<file path="src/logic/usm_pkg.sv">
// constants and types shared by the usb device state manager
package usm_pkg;

  localparam int unsigned CLK_HZ          = 100_000_000;
  localparam int unsigned SUSP_IDLE_MS    = 3;
  localparam int unsigned PRST_MS         = 10;
  localparam int unsigned SUSP_IDLE_CYC   = SUSP_IDLE_MS * (CLK_HZ / 1000);
  localparam int unsigned PRST_CYC        = PRST_MS * (CLK_HZ / 1000);

  localparam logic [7:0]  OFS_CTRL        = 8'h00;
  localparam logic [7:0]  OFS_CFG         = 8'h04;
  localparam logic [7:0]  OFS_IFMAP       = 8'h08;
  localparam logic [7:0]  OFS_STATUS      = 8'h0c;
  localparam logic [7:0]  OFS_PCHG        = 8'h10;
  localparam logic [7:0]  OFS_EPSTAT      = 8'h14;

  localparam int unsigned CTRL_PRST_BIT   = 0;
  localparam int unsigned CTRL_WAKE_BIT   = 1;
  localparam int unsigned CFG_CNT_LSB     = 0;
  localparam int unsigned CFG_ALT_LSB     = 8;
  localparam int unsigned ST_STATE_LSB    = 0;
  localparam int unsigned ST_SUSP_BIT     = 2;
  localparam int unsigned ST_RWAKE_BIT    = 3;
  localparam int unsigned ST_PEN_BIT      = 4;
  localparam int unsigned ST_PRST_BIT     = 5;
  localparam int unsigned ST_ADDR_LSB     = 8;
  localparam int unsigned ST_CFGV_LSB     = 16;
  localparam int unsigned EP_HALT_LSB     = 16;

  localparam logic [7:0]  CFG_COUNT_RST   = 8'h01;
  localparam logic [7:0]  ALT_COUNT_RST   = 8'h01;
  localparam logic [6:0]  DEFAULT_ADDR    = 7'h00;
  localparam logic [7:0]  UNCONFIGURED    = 8'h00;

  typedef enum logic [1:0] {
    USM_DEFAULT,
    USM_ADDRESS,
    USM_CONFIGURED
  } usm_state_e;

  typedef enum logic [3:0] {
    USM_REQ_SET_ADDR,
    USM_REQ_SET_CFG,
    USM_REQ_SET_INTF,
    USM_REQ_GET_INTF,
    USM_REQ_SET_RWAKE,
    USM_REQ_CLR_RWAKE,
    USM_REQ_SET_HALT,
    USM_REQ_CLR_HALT,
    USM_REQ_OTHER
  } usm_req_e;

endpackage

</file>
<file path="src/logic/usm_top.sv">
// usb device state manager: visible states, suspend, requests, apb registers
//
// Function
// RULE1 - nonzero set-configuration alone enters Configured
// RULE2 - config or alt change resets endpoints, DATA0
// RULE3 - idle bus suspends; state is kept
// RULE4 - suspend after 3 ms idle
// RULE5 - suspend allowed from any powered state
// RULE6 - disabled upstream port also suspends
// RULE7 - bus activity leaves suspend
// RULE8 - wakeup enable flag gates wakeup signalling
// RULE9 - bus reset clears wakeup enable
// RULE10 - host waits 100 ms before reset
// RULE11 - reset ends at default, unconfigured, awake
// RULE12 - default address serves control pipe
// RULE13 - accepted address moves Default to Address
// RULE14 - host reads descriptors in fixed order
// RULE15 - configured endpoints take described characteristics
// RULE16 - report and select alternate setting
// RULE17 - alternates numbered from zero, start zero
// RULE18 - endpoint transfer type fixed per alternate
// RULE19 - act on request after setup ack
// RULE20 - finish request before status completes
// RULE21 - port reset 10 ms, change flags end
// RULE22 - new address within 2 ms after status
// RULE23 - bad request answered with stall
// RULE24 - encoded state plus separate suspended flag
//
// Decided for this implementation: the placing of the registers and register access over APB.
`timescale 1ns/1ps

module usm_top #(
  parameter int unsigned NUM_IF   = 4,
  parameter int unsigned NUM_EP   = 8,
  parameter int unsigned IDLE_CYC = usm_pkg::SUSP_IDLE_CYC,
  parameter int unsigned PRST_CYC = usm_pkg::PRST_CYC
) (
  input  wire logic                clk_in,
  input  wire logic                rst_in,
  input  wire logic                psel_in,
  input  wire logic                penable_in,
  input  wire logic                pwrite_in,
  input  wire logic [7:0]          paddr_in,
  input  wire logic [31:0]         pwdata_in,
  output logic                     pready_out,
  output logic [31:0]              prdata_out,
  output logic                     pslverr_out,
  input  wire logic                bus_reset_in,
  input  wire logic                bus_activity_in,
  input  wire logic                port_disabled_in,
  input  wire logic                req_valid_in,
  input  wire logic [3:0]          req_kind_in,
  input  wire logic [7:0]          req_value_in,
  input  wire logic [7:0]          req_index_in,
  input  wire logic                status_done_in,
  input  wire logic [NUM_EP-1:0]   toggle_flip_in,
  output logic                     busy_out,
  output logic                     stall_out,
  output logic [7:0]               alt_report_out,
  output logic [1:0]               dev_state_out,
  output logic                     suspended_out,
  output logic [6:0]               dev_addr_out,
  output logic [7:0]               config_out,
  output logic [NUM_IF*8-1:0]      alt_setting_out,
  output logic [NUM_EP-1:0]        ep_toggle_out,
  output logic [NUM_EP-1:0]        ep_halt_out,
  output logic                     rwake_en_out,
  output logic                     wakeup_out,
  output logic                     port_reset_out,
  output logic                     port_enabled_out,
  output logic                     port_change_out
);

  // one counter width covers both the idle timer and the port reset timer
  localparam int unsigned CNT_W = $clog2(IDLE_CYC > PRST_CYC ? IDLE_CYC : PRST_CYC) + 1;
  localparam logic [CNT_W-1:0] IDLE_LAST = CNT_W'(IDLE_CYC - 1);
  localparam logic [CNT_W-1:0] PRST_LAST = CNT_W'(PRST_CYC - 1);
  localparam logic [7:0] NUM_IF_B = 8'(NUM_IF);
  localparam logic [7:0] NUM_EP_B = 8'(NUM_EP);

  typedef struct packed {
    usm_pkg::usm_state_e   dev_state;
    logic                  suspended;
    logic [6:0]            dev_addr;
    logic [6:0]            new_addr;
    logic                  addr_pend;
    logic [7:0]            cfg_val;
    logic [NUM_IF*8-1:0]   alt;
    logic [NUM_EP-1:0]     toggle;
    logic [NUM_EP-1:0]     halt;
    logic                  rwake_en;
    logic                  busy;
    logic [3:0]            kind;
    logic [7:0]            val;
    logic [7:0]            idx;
    logic                  stall;
    logic [7:0]            alt_rd;
    logic                  wake;
    logic [CNT_W-1:0]      idle_cnt;
    logic [CNT_W-1:0]      prst_cnt;
    logic                  prst_on;
    logic                  port_en;
    logic                  port_chg;
    logic [7:0]            cfg_count;
    logic [7:0]            alt_count;
    logic [2*NUM_EP-1:0]   ifmap;
    logic                  pready;
    logic [31:0]           prdata;
    logic                  pslverr;
    logic [1:0]            pdis_sync;
  } usm_st_s;

  usm_st_s st_r;
  usm_st_s st_nxt;

  // endpoints whose interface number matches, from the software map
  function automatic logic [NUM_EP-1:0] usm_eps_of_if(input logic [2*NUM_EP-1:0] map, input logic [7:0] ifn);
    logic [NUM_EP-1:0] m;
    m = '0;
    for (int e = 0; e < NUM_EP; e++) begin
      m[e] = ({6'h00, map[2*e +: 2]} == ifn);
    end
    return m;
  endfunction

  // unmapped offsets still get pready, together with pslverr and zero data
  function automatic logic usm_mapped(input logic [7:0] a);
    return (a == usm_pkg::OFS_CTRL) || (a == usm_pkg::OFS_CFG) || (a == usm_pkg::OFS_IFMAP) ||
           (a == usm_pkg::OFS_STATUS) || (a == usm_pkg::OFS_PCHG) || (a == usm_pkg::OFS_EPSTAT);
  endfunction

  always_comb begin
    logic              acc;
    logic              wr;
    logic [NUM_EP-1:0] epm;
    logic              pchg_clr;
    logic              prst_go;
    logic              wake_go;
    acc      = psel_in && penable_in && !st_r.pready;
    wr       = psel_in && penable_in && st_r.pready && pwrite_in && usm_mapped(paddr_in);
    epm      = '0;
    pchg_clr = 1'b0;
    prst_go  = 1'b0;
    wake_go  = 1'b0;
    st_nxt   = st_r;

    st_nxt.pdis_sync = {st_r.pdis_sync[0], port_disabled_in};
    st_nxt.wake      = 1'b0;

    // apb slave: one wait cycle, write lands on the edge that samples pready
    st_nxt.pready  = acc;
    st_nxt.pslverr = acc && !usm_mapped(paddr_in);
    st_nxt.prdata  = '0;
    if (acc && !pwrite_in) begin
      case (paddr_in)
        usm_pkg::OFS_CFG: begin
          st_nxt.prdata[usm_pkg::CFG_CNT_LSB +: 8] = st_r.cfg_count;
          st_nxt.prdata[usm_pkg::CFG_ALT_LSB +: 8] = st_r.alt_count;
        end
        usm_pkg::OFS_IFMAP: begin
          st_nxt.prdata[2*NUM_EP-1:0] = st_r.ifmap;
        end
        usm_pkg::OFS_STATUS: begin
          st_nxt.prdata[usm_pkg::ST_STATE_LSB +: 2] = st_r.dev_state;
          st_nxt.prdata[usm_pkg::ST_SUSP_BIT]       = st_r.suspended;
          st_nxt.prdata[usm_pkg::ST_RWAKE_BIT]      = st_r.rwake_en;
          st_nxt.prdata[usm_pkg::ST_PEN_BIT]        = st_r.port_en;
          st_nxt.prdata[usm_pkg::ST_PRST_BIT]       = st_r.prst_on;
          st_nxt.prdata[usm_pkg::ST_ADDR_LSB +: 7]  = st_r.dev_addr;
          st_nxt.prdata[usm_pkg::ST_CFGV_LSB +: 8]  = st_r.cfg_val;
        end
        usm_pkg::OFS_PCHG: begin
          st_nxt.prdata[0] = st_r.port_chg;
        end
        usm_pkg::OFS_EPSTAT: begin
          st_nxt.prdata[NUM_EP-1:0]                      = st_r.toggle;
          st_nxt.prdata[usm_pkg::EP_HALT_LSB +: NUM_EP]  = st_r.halt;
        end
        default: begin
          st_nxt.prdata = '0;
        end
      endcase
    end
    if (wr) begin
      case (paddr_in)
        usm_pkg::OFS_CTRL: begin
          prst_go = pwdata_in[usm_pkg::CTRL_PRST_BIT];
          wake_go = pwdata_in[usm_pkg::CTRL_WAKE_BIT];
        end
        usm_pkg::OFS_CFG: begin
          st_nxt.cfg_count = pwdata_in[usm_pkg::CFG_CNT_LSB +: 8];
          st_nxt.alt_count = pwdata_in[usm_pkg::CFG_ALT_LSB +: 8];
        end
        usm_pkg::OFS_IFMAP: begin
          st_nxt.ifmap = pwdata_in[2*NUM_EP-1:0];
        end
        usm_pkg::OFS_PCHG: begin
          pchg_clr = pwdata_in[0];
        end
        default: begin
          pchg_clr = 1'b0;
        end
      endcase
    end

    // downstream port reset: the write completes at once, the change flag marks the end
    if (pchg_clr) begin
      st_nxt.port_chg = 1'b0; // RULE21
    end
    if (prst_go && !st_r.prst_on) begin
      st_nxt.prst_on  = 1'b1; // RULE21
      st_nxt.port_en  = 1'b0;
      st_nxt.prst_cnt = '0;
    end else if (st_r.prst_on) begin
      if (st_r.prst_cnt == PRST_LAST) begin
        st_nxt.prst_on  = 1'b0; // RULE21
        st_nxt.port_en  = 1'b1;
        st_nxt.port_chg = 1'b1;
      end else begin
        st_nxt.prst_cnt = st_r.prst_cnt + 1'b1;
      end
    end

    // wakeup only while suspended and enabled by the host
    if (wake_go && st_r.suspended && st_r.rwake_en) begin
      st_nxt.wake = 1'b1; // RULE8
    end

    // suspend keeps the encoded state untouched, only the flag changes
    if (bus_activity_in) begin
      st_nxt.idle_cnt  = '0;
      st_nxt.suspended = 1'b0; // RULE7 RULE24
    end else if (st_r.pdis_sync[1]) begin
      st_nxt.suspended = 1'b1; // RULE6
    end else if (st_r.idle_cnt == IDLE_LAST) begin
      st_nxt.suspended = 1'b1; // RULE3 RULE4 RULE5
    end else begin
      st_nxt.idle_cnt = st_r.idle_cnt + 1'b1; // RULE4
    end

    st_nxt.toggle = st_r.toggle ^ toggle_flip_in;

    // requests seen while busy are dropped: the host keeps one at a time
    // latch request at setup ack, act on it the next cycle
    if (req_valid_in && !st_r.busy) begin
      st_nxt.busy  = 1'b1; // RULE19
      st_nxt.stall = 1'b0;
      st_nxt.kind  = req_kind_in;
      st_nxt.val   = req_value_in;
      st_nxt.idx   = req_index_in;
    end else if (st_r.busy) begin
      st_nxt.busy = 1'b0; // RULE20
      case (usm_pkg::usm_req_e'(st_r.kind))
        usm_pkg::USM_REQ_SET_ADDR: begin
          if (st_r.dev_state == usm_pkg::USM_CONFIGURED || st_r.val[7]) begin
            st_nxt.stall = 1'b1; // RULE23
          end else begin
            st_nxt.new_addr  = st_r.val[6:0];
            st_nxt.addr_pend = 1'b1;
          end
        end
        usm_pkg::USM_REQ_SET_CFG: begin
          if (st_r.dev_state == usm_pkg::USM_DEFAULT || st_r.val > st_r.cfg_count) begin
            st_nxt.stall = 1'b1; // RULE23
          end else if (st_r.val == usm_pkg::UNCONFIGURED) begin
            st_nxt.dev_state = usm_pkg::USM_ADDRESS;
            st_nxt.cfg_val   = usm_pkg::UNCONFIGURED;
          end else begin
            st_nxt.dev_state = usm_pkg::USM_CONFIGURED; // RULE1
            st_nxt.cfg_val   = st_r.val; // RULE15
            st_nxt.alt       = '0; // RULE17
            st_nxt.toggle    = '0; // RULE2
            st_nxt.halt      = '0; // RULE2
          end
        end
        usm_pkg::USM_REQ_SET_INTF: begin
          if (st_r.dev_state != usm_pkg::USM_CONFIGURED || st_r.idx >= NUM_IF_B || st_r.val >= st_r.alt_count) begin
            st_nxt.stall = 1'b1; // RULE23 RULE17
          end else begin
            epm = usm_eps_of_if(st_r.ifmap, st_r.idx);
            st_nxt.alt[st_r.idx[$clog2(NUM_IF)-1:0]*8 +: 8] = st_r.val; // RULE16 RULE18
            st_nxt.toggle = st_nxt.toggle & ~epm; // RULE2
            st_nxt.halt   = st_r.halt & ~epm; // RULE2
          end
        end
        usm_pkg::USM_REQ_GET_INTF: begin
          if (st_r.dev_state != usm_pkg::USM_CONFIGURED || st_r.idx >= NUM_IF_B) begin
            st_nxt.stall = 1'b1; // RULE23
          end else begin
            st_nxt.alt_rd = st_r.alt[st_r.idx[$clog2(NUM_IF)-1:0]*8 +: 8]; // RULE16
          end
        end
        usm_pkg::USM_REQ_SET_RWAKE: begin
          st_nxt.rwake_en = 1'b1; // RULE8
        end
        usm_pkg::USM_REQ_CLR_RWAKE: begin
          st_nxt.rwake_en = 1'b0; // RULE8
        end
        usm_pkg::USM_REQ_SET_HALT, usm_pkg::USM_REQ_CLR_HALT: begin
          if (st_r.idx >= NUM_EP_B || (st_r.idx != 8'h00 && st_r.dev_state != usm_pkg::USM_CONFIGURED)) begin
            st_nxt.stall = 1'b1; // RULE23
          end else if (st_r.kind == usm_pkg::USM_REQ_SET_HALT) begin
            st_nxt.halt[st_r.idx[$clog2(NUM_EP)-1:0]] = 1'b1;
          end else begin
            st_nxt.halt[st_r.idx[$clog2(NUM_EP)-1:0]]   = 1'b0;
            st_nxt.toggle[st_r.idx[$clog2(NUM_EP)-1:0]] = 1'b0;
          end
        end
        default: begin
          st_nxt.stall = 1'b1; // RULE23
        end
      endcase
    end

    // new address only after its own status stage
    if (status_done_in && st_r.addr_pend && !st_r.busy) begin
      st_nxt.addr_pend = 1'b0;
      st_nxt.dev_addr  = st_r.new_addr; // RULE22
      st_nxt.dev_state = (st_r.new_addr != usm_pkg::DEFAULT_ADDR) ? usm_pkg::USM_ADDRESS
                                                                   : usm_pkg::USM_DEFAULT; // RULE13
    end

    // usb bus reset returns to default address, unconfigured, awake
    if (bus_reset_in) begin
      st_nxt.dev_state = usm_pkg::USM_DEFAULT; // RULE11
      st_nxt.suspended = 1'b0; // RULE11
      st_nxt.dev_addr  = usm_pkg::DEFAULT_ADDR; // RULE12
      st_nxt.addr_pend = 1'b0;
      st_nxt.cfg_val   = usm_pkg::UNCONFIGURED;
      st_nxt.alt       = '0;
      st_nxt.toggle    = '0;
      st_nxt.halt      = '0;
      st_nxt.rwake_en  = 1'b0; // RULE9
      st_nxt.busy      = 1'b0;
      st_nxt.stall     = 1'b0;
      st_nxt.idle_cnt  = '0;
      st_nxt.wake      = 1'b0;
    end
  end

  // software counts restart at one configuration and one alternate setting
  always_ff @(posedge clk_in) begin
    if (rst_in) begin
      st_r           <= '0;
      st_r.dev_state <= usm_pkg::USM_DEFAULT;
      st_r.dev_addr  <= usm_pkg::DEFAULT_ADDR;
      st_r.cfg_val   <= usm_pkg::UNCONFIGURED;
      st_r.cfg_count <= usm_pkg::CFG_COUNT_RST;
      st_r.alt_count <= usm_pkg::ALT_COUNT_RST;
    end else begin
      st_r <= st_nxt;
    end
  end

  assign pready_out       = st_r.pready;
  assign prdata_out       = st_r.prdata;
  assign pslverr_out      = st_r.pslverr;
  assign busy_out         = st_r.busy;
  assign stall_out        = st_r.stall;
  assign alt_report_out   = st_r.alt_rd;
  assign dev_state_out    = st_r.dev_state;
  assign suspended_out    = st_r.suspended;
  assign dev_addr_out     = st_r.dev_addr;
  assign config_out       = st_r.cfg_val;
  assign alt_setting_out  = st_r.alt;
  assign ep_toggle_out    = st_r.toggle;
  assign ep_halt_out      = st_r.halt;
  assign rwake_en_out     = st_r.rwake_en;
  assign wakeup_out       = st_r.wake;
  assign port_reset_out   = st_r.prst_on;
  assign port_enabled_out = st_r.port_en;
  assign port_change_out  = st_r.port_chg;

endmodule

</file>
<file path="config.mk">
export PLATFORM = sky130hd
export DESIGN_NAME = usm_top
export DESIGN_NICKNAME = d
export VERILOG_FILES = /design/src/logic/usm_pkg.sv /design/src/logic/usm_top.sv
export SDC_FILE = /design/constraint.sdc
export NUM_CORES = 1
export LEC_CHECK = 0
export BUFFER_PORTS_ARGS = -buffer_cell sky130_fd_sc_hd__buf_2
export CAP_MARGIN = 15
export CORE_ASPECT_RATIO = 1.5
export CORE_UTILIZATION = 51
export CTS_CLUSTER_SIZE = 10
export DETAILED_ROUTE_END_ITERATION = 16
export PLACE_DENSITY = 0.86
export SETUP_SLACK_MARGIN = 0.02
export SLEW_MARGIN = 20
export SYNTH_ARGS = -nofsm -noshare
export SYNTH_HDL_FRONTEND = slang
export SYNTH_SLANG_ARGS = --single-unit
</file>
<file path="constraint.sdc">
create_clock -name clk_in -period 2.9 [get_ports clk_in]
set_input_delay 0.145 -clock clk_in [delete_from_list [all_inputs] [get_ports clk_in]]
set_output_delay 0.145 -clock clk_in [all_outputs]
set_load 0.01 [all_outputs]
</file>
# After elaboration in Yosys (flattened, before gate mapping)
# Index checks and enable logic that the tools add are counted.
[totals]
latchBits = 0
memories = 0
mem_bits_rw = 0
ff_bits = 219
wordCells = 206
out_inout_bits = 115
input_bits = 78
mem_bits_ro = 0
[op_classes]
muxes = 49
n_reduce_logical = 63
order_cmp = 6
n_addsub = 3
shifts = 3
eq_ne = 35
bitwise = 17
div_mod_pow = 0
mul = 0
[ops]
columns = ["operator", "count"]
rows = [
  ["$mux W48", 3],
  ["$eq A2 B8 Y1", 8],
  ["$pmux W32 S2", 1],
  ["$pmux W16 S3", 1],
  ["$add A21 B1 Y21 const B", 2],
  ["$neg A5 Y34", 1],
  ["$shift A8 B34 Y32 const A", 1],
  ["$shiftx A8 B34 Y32", 1],
  ["$and A8 B8 Y8", 4],
  ["$bwmux W32", 1],
  ["$shiftx A32 B6 Y8", 1],
  ["$mux W8", 3],
  ["$eq A21 B19 Y1 const B", 1],
  ["$eq A21 B20 Y1 const B", 1],
  ["$pmux W7 S3", 1],
  ["$ne A2 B2 Y1 const B", 10],
  ["$pmux W5 S4", 1],
  ["$mux W1", 19],
  ["$mux W18", 1],
  ["$mux W17", 1],
  ["$eq A4 B3 Y1 const B", 4],
  ["$eq A8 B4 Y1 const B", 2],
  ["$eq A8 B5 Y1 const B", 2],
  ["$logic_not A8 Y1", 2],
  ["40 further kinds", 104],
]

# Logic depth before layout (Yosys ltp)
# Gate-level depths: netlist of the first run.
[logic_depth]
depth_word = 12
depth_mapped = 10
depth_no_buf = 8

# Worst setup path before layout of the first run
# OpenSTA, ideal clock, no wires.
[synth_path]
path_type = "reg-to-reg"
from = "register st_r[131] (netlist bit)"
to = "register st_r, in the netlist ep_toggle_out[6]"
required_ns = 2.760
path_stages_with_launch = 11
slack_ns = 0.159
arrival_time_ns = 2.601
cell_sequence = "dfxtp_1 > clkbuf_1 > inv_1 > ha_1 > nand2b_1 > a2111oi_0 > nor3_1 > or2_4 > a221oi_4 > buf_6 > a311oi_1"
[synth_via]
elab_chain_len = 6
elab_cells_between_ends = 11
cone_classes = "order compare (2); mux (6); reduce/logical (3)"
[synth_lines]
columns = ["item", "line_no", "rtl"]
rows = [
  ["start: declaration", "usm_top.sv:113", "usm_st_s st_r;"],
  ["start signal: assignment", "usm_top.sv:351", "st_r <= st_nxt;"],
  ["$ge A8 B8 Y1 (tied with other cells)", "usm_top.sv:277", "if (st_r.dev_state != usm_pkg::USM_CONFIGURED || st_r.idx >= NUM_IF_B || st_r.val >= st_r.alt_count) begin"],
  ["$logic_or A1 B1 Y1 (tied with other cells)", "usm_top.sv:277", ""],
  ["$mux W48, on equally long branches", "usm_top.sv:277, usm_top.sv:263", ""],
  ["$pmux W16 S3 (*)", "usm_top.sv:253", "case (usm_pkg::usm_req_e'(st_r.kind))"],
  ["$mux W18 (*)", "usm_top.sv:251", "end else if (st_r.busy) begin"],
  ["$mux W17 (*)", "usm_top.sv:245", "if (req_valid_in && !st_r.busy) begin"],
]
# Every way passes the cells marked *; elsewhere a longest branch is shown, timed or not. The select of a mux whose other input is x is not followed.
# A chain may end at the register's enable or synchronous reset.

# Worst setup path in the final report of the first run
[layout_path]
from = "register st_r[59] (netlist bit)"
to = "register st_r, in the netlist alt_setting_out[13]"
[layout_via]
elab_chain_len = 4
[layout_lines]
columns = ["item", "line_no"]
rows = [
  ["$ge A8 B8 Y1", "usm_top.sv:277"],
  ["$logic_or A1 B1 Y1", "usm_top.sv:277"],
  ["$ne A2 B2 Y1 (no source line)", "-"],
  ["$reduce_and A6 Y1 (no source line)", "-"],
]
# No other way between the ends.

==> qor.csv, run 1 <==
metric,value,unit
worst_pin_slew,0.853,ns
ys_seq_area_share,40.0,%
diodes,0,
pin_count,193,
die_area,0.0213,mm2
cts_sinks,211,
finalSetupViolations,0,
hold_depth,4,
ant_nets,0,
powerDensity,504,mW/mm2
critPathKind,reg -> reg,
setup_tns,0,ns
dp_hpwl,21.7,mm
grt_max_degree,62,
cts_buffer_depth,3,
antenna_found_initial,0,
cts_tree,done,
layout_min_cycle_time,2.62,ns
drt_pass1_iterations,6,
route.detailed.drc,0,
slew_headroom,42.8,%
cp_max_fo,8,
maxCapViolCount,0,
fmax,382,MHz
grt_pass1_vias,9262,
grt_pass1_wl,47.8,mm
synthMostInstantiatedCell,dfxtp_1,
final.setup_skew,0.0265,ns
start_kind,flop,
routedWlPerCell,19.1,um
yosysTopAreaCellShare,40.0,%
yosysTopAreaCell,dfxtp_1,
fp.dieW,119,um
power_leakage,4.83,nW
syn_inst,1235,
cts_max_level,1,
final_nets,1459,
hold_violations,0,
synth_ff_type,dfxtp_1,
cts_setup_buffers,0,
period_share,90.3,%
async_reset_ff_share,0,%
report.final.slew_viol_count,0,
clkTransAtPathRegs,0.06,ns
hold_path.class,in -> reg,
status,"finished, final reports clean",
portBuffers,168,
n_fill_cell,1720,
synth_commonest_cells,"211 x dfxtp_1, 201 x nand2_1, 110 x nor2_1",
place_congestion,0.966,
crit_arrival,3.08,ns
numCtsBuffers,25,
avgViaCountPerCell,5.92,
area_growth,15.3,%
grtUsageTotal,28.3,%
peakVddDrop,0.399,mV
wirelength,31.0,mm
overflow,0,
rsz0062_at_grt,no,
critPathRequiredTime,3.36,ns
synth_warnings,0,
final_area,0.0122,mm2
vias,9615,
cts_root_buf,clkbuf_16,
netlist_area,0.0106,mm2
dpl_cell_area,0.0110,mm2
core_area,0.0203,mm2
num_rows,64,
synth_edf_count,0,
end_kind,flop,
synth.avg_cell_area,8.55,um2
clock_latency,0.53,ns
ys_types,69,
synth_area_leaders,"dfxtp_1 40%, buf_4 7.6%, nand2_1 7.1%, a21oi_1 4.3%, nor2_1 3.9%",
drt_iter0_markers,905,
final_layout_size_suffix_gt1_share,20.3,%
initial_core_util,51.9,%
reg2reg_depth,7,
ys_seq_elements,211,
dieHeight,178,um
[stage by stage]
stage / setup WS [ns] / power, mW / utilization, % / hold WS (ns) / cells
6_report: 0.281 / 6.14 / 59.9 / 0.0441 / 1624
5_1_grt: 0.0207 / 6.32 / 59.9 / 0.0624 / 1624
4_1_cts: 0.0855 / 6.13 / 59.8 / 0.0112 / 1624
3_5_place_dp: 0.129 / 3.46 / 54.2 / 0.360 / 1548
3_3_place_gp: 0.217 / 3.45 / 54.2 / 0.357 / 1548
2_1_floorplan: 0.159 / 3.29 / - / 0.255 / 1242
[sequential cells by signal, summed over array words and instances, names as in the netlist, 2 cells and up]
name,cells
config_out,8
ep_toggle_out,8
st_r,103
dev_state_out,2
alt_setting_out,32
alt_report_out,8
prdata_out,24
dev_addr_out,7
ep_halt_out,8
[per-layer routing]
| metal | GRT usage (%) | vias to the layer above | wire length (um) |
|---|---|---|---|
| li1 | - | 4441 | - |
| met1 | 30.0 | 4533 | 11100 |
| met2 | 50.4 | 475 | 15500 |
| met3 | 4.83 | 166 | 2010 |
| met5 | 0 | - | 0 |
| met4 | 20.6 | 0 | 2330 |
[report_power, final]
group / switching (mW) / internal [mW]
clock network: 1.14 / 1.52
logic: 0.314 / 0.199
registers: 0.0350 / 2.93
total: 1.49 / 4.65
[cell families (layout without fill, tap and decap cells)]
kind of cell | after synthesis | in the layout | share of synthesized area [%]
other | 1 | 8 | 0.0355
AOI/OAI and AO/OA | 222 | 222 | 14.1
buffers and inverters | 200 | 318 | 11.1
xor gates and xnor gates | 52 | 52 | 4.31
and+or+nand+nor | 478 | 478 | 22.2
muxes | 49 | 49 | 5.62
DFF | 211 | 211 | 40.0
adders and majority gates | 22 | 22 | 2.61
[cells in the final DEF (no fill, tap or decap), drive strengths merged, types with 7 or more instances in the layout]
| cell | count |
|---|---|
| a211oi | 8 |
| a21oi | 90 |
| a221oi | 7 |
| a22o | 29 |
| a22oi | 23 |
| a31oi | 7 |
| and2 | 7 |
| and3 | 10 |
| buf | 213 |
| clkbuf | 26 |
| conb | 8 |
| dfxtp | 211 |
| dlygate4sd3 | 48 |
| ha | 22 |
| inv | 31 |
| mux2i | 39 |
| mux4 | 8 |
| nand2 | 202 |
| nand2b | 7 |
| nand3 | 19 |
| nand4 | 28 |
| nor2 | 110 |
| nor2b | 7 |
| nor3 | 17 |
| nor4 | 21 |
| nor4b | 7 |
| o211ai | 7 |
| o21ai | 20 |
| or3 | 12 |
| xnor2 | 32 |
| xor2 | 20 |
[path summary, 6_finish.rpt]
path,start,to,slack (ns)
worst max register to register,st_r[59],alt_setting_out[13],0.28
worst max-delay path,st_r[59],alt_setting_out[13],0.28
worst min-delay path,penable_in,pready_out,0.04
worst min register to register,st_r[54],st_r[54],0.48
[repair_timing]
action / CTS / global route
endpoints found under the setup margin: 0 / 48
endpoints found under the hold margin: 64 / 0
resized for setup: 0 / 5
hold buffers: 48 / 0
[critical path, cell delays in order (launching register included)]
cell and delay (ns):
dfxtp_1 0.38, inv_1 0.09, ha_1 0.33, nand4_1 0.16, nor3_1 0.68, nor4_4 0.14, a211oi_2 0.56, a22o_1 0.24
[cell type report]
type	count	area [um2]	share of cell area (%)
Sequential cell	211	4220	34.7
Inverter	29	109	0.894
Multi-Input combinational cell	831	5200	42.8
Clock inverter	2	17.5	0.144
Timing Repair Buffer	261	1660	13.6
Clock buffer	26	629	5.17
Tap cell	264	330	2.71
(Power assumes the default switching activity.)
==> run 2, diff against run 1 <==
--- a/config.mk
+++ b/config.mk
@@ -12,4 +12,5 @@
 export CTS_CLUSTER_SIZE = 10
 export DETAILED_ROUTE_END_ITERATION = 16
+export HOLD_SLACK_MARGIN = 0.08
 export PLACE_DENSITY = 0.86
 export SETUP_SLACK_MARGIN = 0.02
==> constraint.sdc (replaced) <==
create_clock -name clk_in -period 2.9 [get_ports clk_in]
set_input_delay 0.145 -clock clk_in [delete_from_list [all_inputs] [get_ports clk_in]]
set_output_delay 0.145 -clock clk_in [all_outputs]
set_load 0.005 [all_outputs]
==> qor.csv, run 2 (synthesis gave the netlist of run 1 again) <==
metric,value,unit,change
status,"finished, final reports clean",,
end_kind,flop,,
post-place-ws,0.129,ns,unchanged
fin_ws,0.259,ns,-0.0226 ns
total_power,6.13,mW,-0.14%
dp_hpwl,21.7,mm,unchanged
peakVddDrop,0.399,mV,about the same
largest_reg_flops,103,,unchanged
power_leakage,4.86,nW,+0.69%
rsz0062_at_grt,no,,
antenna_found_initial,0,,unchanged
hold_violations,0,,unchanged
vias,9710,,+0.99%
fmax,379,MHz,-0.85%
initial_core_util,51.9,%,unchanged
r2r_start,st_r[59],,
dieHeight,178,um,unchanged
endpoint,alt_setting_out[13],,
final.setup_skew,0.0266,ns,+0.000176 ns
drt_iter0_markers,880,,-2.8%
area_growth,16.0,%,
place_congestion,0.966,,unchanged
n_fill_cell,1712,,-0.47%
gr-usage-met1,30.4,%,+0.44 points
report.final.slew_viol_count,0,,unchanged
ant_nets,0,,unchanged
grtUsageMet2,50.6,%,+0.19 points
dp.cells,1548,,unchanged
routedWlPerCell,19.1,um,about the same
final_area,0.0122,mm2,+0.60%
num_rows,64,,unchanged
reg2reg_to,alt_setting_out[13],,
grt_pass1_wl,48.2,mm,+0.90%
final_nets,1466,,+0.48%
grtUsageTotal,28.6,%,+0.28 points
cts_buffer_depth,3,,unchanged
avgViaCountPerCell,5.95,,+0.49%
cts_tree,done,,
period_share,91.1,%,+0.78 points
startpoint,st_r[59],,
pin_count,193,,unchanged
finalSetupViolations,0,,unchanged
portBuffers,168,,unchanged
final_cell_mix,"211 x dfxtp_1, 201 x nand2_1, 168 x buf_2, 109 x nor2_1, 90 x a21oi_1",,
cts_max_level,1,,unchanged
dpl_cell_area,0.0110,mm2,unchanged
r2r_setup_slack,0.26,ns,-0.02 ns
hold_path.class,in -> reg,,
slew_headroom,42.7,%,-0.13 points
wirelength,31.1,mm,+0.45%
worst_pin_slew,0.855,ns,+0.00200 ns
largest_register,st_r,,
layout_min_cycle_time,2.64,ns,+0.0226 ns
numCtsBuffers,25,,unchanged
cts_root_buf,clkbuf_16,,
whs,0.204,ns,+0.160 ns
crit_arrival,3.11,ns,+0.03 ns
grt_max_degree,62,,unchanged
drt_pass1_iterations,6,,unchanged
grt_pass1_vias,9350,,+0.95%
grt_use_met3,4.80,%,-0.032 points
clock_latency,0.53,ns,about the same
route.detailed.drc,0,,unchanged
fp.dieW,119,um,unchanged
grt.busiest_layer,met2,,
fin_cells,1632,,+0.49%
critPathKind,reg -> reg,,
start_kind,flop,,
fin_util,60.2,%,+0.36 points
setup_tns,0,ns,unchanged
cts_sinks,211,,unchanged
maxCapViolCount,0,,unchanged
critPathRequiredTime,3.36,ns,about the same
clkTransAtPathRegs,0.05,ns,about the same
final_layout_size_suffix_gt1_share,20.2,%,-0.10 points
core_area,0.0203,mm2,unchanged
layout_commonest_cell,dfxtp_1,,
reg2reg_depth,7,,unchanged
powerDensity,501,mW/mm2,-0.73%
overflow,0,,unchanged
cp_max_fo,8,,unchanged
die_area,0.0213,mm2,unchanged
[run 2: worst min path at each step]
stage,from,endpoint,slack (ns),cells after the start
3_5_place_dp,toggle_flip_in[1],ep_toggle_out[1],0.36,2
2_1_floorplan,toggle_flip_in[0],ep_toggle_out[0],0.25,1
5_1_grt,status_done_in,dev_addr_out[3],0.22,5
3_3_place_gp,port_disabled_in,st_nxt[1],0.36,2
4_1_cts,paddr_in[5],pslverr_out,0.17,4
6_report,status_done_in,dev_addr_out[0],0.20,5
[run 2: repair_timing]
item | in CTS | in global routing
resized for setup | 0 | 5
setup endpoints to repair | 0 | 48
setup buffers | 0 | 0
hold buffers | 55 | 0
hold endpoints to repair | 73 | 0
[run 2: layer usage]
metal	up-vias	share of wire, %	routed length [um]
met5	-	0	0
met4	0	7.5	2350
met3	170	6.4	1980
met2	499	50	15600
met1	4575	36	11200
li1	4466	-	-
[run 2: power breakdown]
part / total, mW / switching [mW] / internal [mW]
Combinational: 0.516 / 0.311 / 0.204
Sequential: 2.96 / 0.0351 / 2.93
Clock: 2.65 / 1.13 / 1.52
[run 2: layout make-up]
cell class	count	area, um2	share of cell area, %
multi-input cells	831	5200	42.5
inverters	29	109	0.889
repair buffers	268	1730	14.1
flip-flops and latches	211	4220	34.5
well taps	264	330	2.70
diodes	1	2.50	0.0204
clock buffers	26	629	5.14
clock inverters	2	17.5	0.143
[run 2: worst max-delay path, stage by stage (launching register included)]
cell	delay (ns)
dfxtp_1	0.38
inv_1	0.09
ha_1	0.33
nand4_1	0.15
nor3_1	0.67
nor4_4	0.13
a211oi_2	0.59
a22o_1	0.24
==> run 3, diff against run 2 <==
MAX_ROUTING_LAYER = met4   (was not set)
==> qor.csv, run 3 (synthesis gave the netlist of run 1 again) <==
metric,value,unit,change
pin_count,193,,unchanged
final_layout_size_suffix_gt1_share,19.9,%,-0.26 points
fp.dieW,119,um,unchanged
grtUsageTotal,29.3,%,+0.69 points
critPathKind,reg -> reg,,
fmax,365,MHz,-3.6%
largest_reg_flops,103,,unchanged
layout_min_cycle_time,2.74,ns,+0.0981 ns
route.detailed.drc,0,,unchanged
grt_use_met3,4.64,%,-0.16 points
clkTransAtPathRegs,0.05,ns,about the same
cts_buffer_depth,3,,unchanged
antenna_found_initial,0,,unchanged
diodes,0,,-1
final_cell_mix,"211 x dfxtp_1, 201 x nand2_1, 168 x buf_2, 109 x nor2_1, 90 x a21oi_1",,
die_area,0.0213,mm2,unchanged
hold_violations,0,,unchanged
end_kind,flop,,
cts_max_level,1,,unchanged
hold_depth,4,,-1
grt.busiest_layer,met2,,
cts_sinks,211,,unchanged
dp_hpwl,22.0,mm,+1.3%
largest_register,st_r,,
overflow,0,,unchanged
cts_root_buf,clkbuf_16,,
numCtsBuffers,25,,unchanged
min_from,paddr_in[7],,
cts_setup_buffers,0,,unchanged
cpMaxStageDelayCell,a2111oi_1,,
maxCapViolCount,0,,unchanged
drt_pass1_iterations,5,,-1
core_area,0.0203,mm2,unchanged
dpl_cell_area,0.0111,mm2,+0.27%
gr-usage-met1,29.4,%,-1.0 points
finalSetupViolations,0,,unchanged
post-place-ws,0.105,ns,-0.0233 ns
hold_path.class,in -> reg,,
crit_arrival,3.16,ns,+0.05 ns
avgViaCountPerCell,5.90,,-0.75%
dieHeight,178,um,unchanged
critPathRequiredTime,3.32,ns,-0.04 ns
wirelength,31.1,mm,-0.14%
final_nets,1465,,-0.068%
area_growth,16.2,%,
clock_latency,0.51,ns,-0.02 ns
cts_tree,done,,
portBuffers,168,,unchanged
layout_commonest_cell,dfxtp_1,,
max_stage_delay,0.62,ns,-0.05 ns
period_share,94.5,%,+3.4 points
r2r_start,st_r[131],,
place_congestion,0.988,,+2.2%
status,"finished, final reports clean",,
power_leakage,4.87,nW,about the same
reg2reg_to,alt_setting_out[30],,
crit_chain,inv_1 -> ha_1 -> nand2b_1 -> a2111oi_1 -> nor3_2 -> nor4_4 -> a21o_1 -> buf_12 -> mux2i_1,,
cp_max_fo,8,,unchanged
slew_headroom,38.4,%,-4.3 points
grt_pass1_wl,47.9,mm,-0.60%
grt_pass1_vias,9452,,+1.1%
grt_max_degree,64,,+3.2%
powerDensity,498,mW/mm2,-0.45%
fin_cells,1629,,-0.18%
vias,9619,,-0.94%
report.final.slew_viol_count,0,,unchanged
ant_nets,0,,unchanged
min_to,pslverr_out,,
initial_core_util,51.9,%,unchanged
start_kind,flop,,
fin_ws,0.161,ns,-0.0981 ns
r2r_setup_slack,0.16,ns,-0.10 ns
reg2reg_depth,9,,+2
num_rows,64,,unchanged
final.setup_skew,0.0151,ns,-0.0116 ns
n_fill_cell,1704,,-0.47%
final_area,0.0123,mm2,+0.13%
drt_iter0_markers,812,,-7.7%
dp.cells,1547,,-0.065%
peakVddDrop,0.368,mV,-7.7%
grtUsageMet2,50.1,%,-0.46 points
worst_pin_slew,0.919,ns,+0.0635 ns
routedWlPerCell,19.1,um,about the same
## run 3: cell count changes in the layout (fill, tap and decap cells not counted)
cell / delta
nor3_2: +1
diode_2: -1
buf_12: +3
and3_2: -2
and3_1: +2
nor3_1: -1
a2111oi_1: +1
inv_6: -1
a2111oi_2: -1
buf_4: -4
## run 3: layout make-up
type                            instances  area [um2]  share of cell area (%)
Multi-Input combinational cell        831        5200                    42.4
Sequential cell                       211        4220                    34.4
Timing Repair Buffer                  267        1760                    14.3
Clock buffer                           26         629                    5.13
Tap cell                              264         330                    2.69
Inverter                               29         109                   0.888
Clock inverter                          1        8.76                  0.0714
## run 3: what timing repair did
action	CTS	global route
setup endpoints to repair	0	37
hold buffers	55	0
gates resized for setup	0	3
hold endpoints to repair	75	0
## run 3: worst max-delay path, delay by kind of cell, from the launching register on
family / cells / cell delay (ns)
compound gates: 2 / 0.85
fa+ha+maj: 1 / 0.27
mux: 1 / 0.23
buf+inv: 2 / 0.22
flops: 1 / 0.33
simple gates: 3 / 0.75
## run 3: per-stage QoR
stage	total power, mW	utilization [%]	setup TNS [ns]	hold slack, ns
6_report	6.11	60.3	0	0.207
5_1_grt	6.29	60.3	-0.176	0.217
4_1_cts	6.10	60.2	0	0.176
3_5_place_dp	3.46	54.4	0	0.362
3_3_place_gp	3.45	54.4	0	0.359
2_1_floorplan	3.29	-	0	0.255
## run 3: metal layers
metal | part of all wire [%] | vias to the layer above
met5 | 0 | -
met4 | 8.7 | 0
met3 | 6.0 | 189
met2 | 50 | 463
met1 | 36 | 4511
li1 | - | 4456
## run 3: power by group
| group | internal [mW] | switching [mW] |
|---|---|---|
| sequential | 2.93 | 0.0363 |
| combinational | 0.204 | 0.310 |
| clock | 1.52 | 1.12 |
## run 3: worst max path at each step
stage                          from  cells past startpoint  slack [ns]                  end
final                     st_r[131]                      9        0.16  alt_setting_out[30]
after global routing      st_r[131]                      9       -0.06  alt_setting_out[30]
after CTS                 st_r[131]                      9        0.07  alt_setting_out[30]
after detailed placement  st_r[131]                      9        0.11  alt_setting_out[30]
after global placement    st_r[131]                      8        0.19   alt_setting_out[9]
after floorplan           st_r[131]                     10        0.16     ep_toggle_out[6]
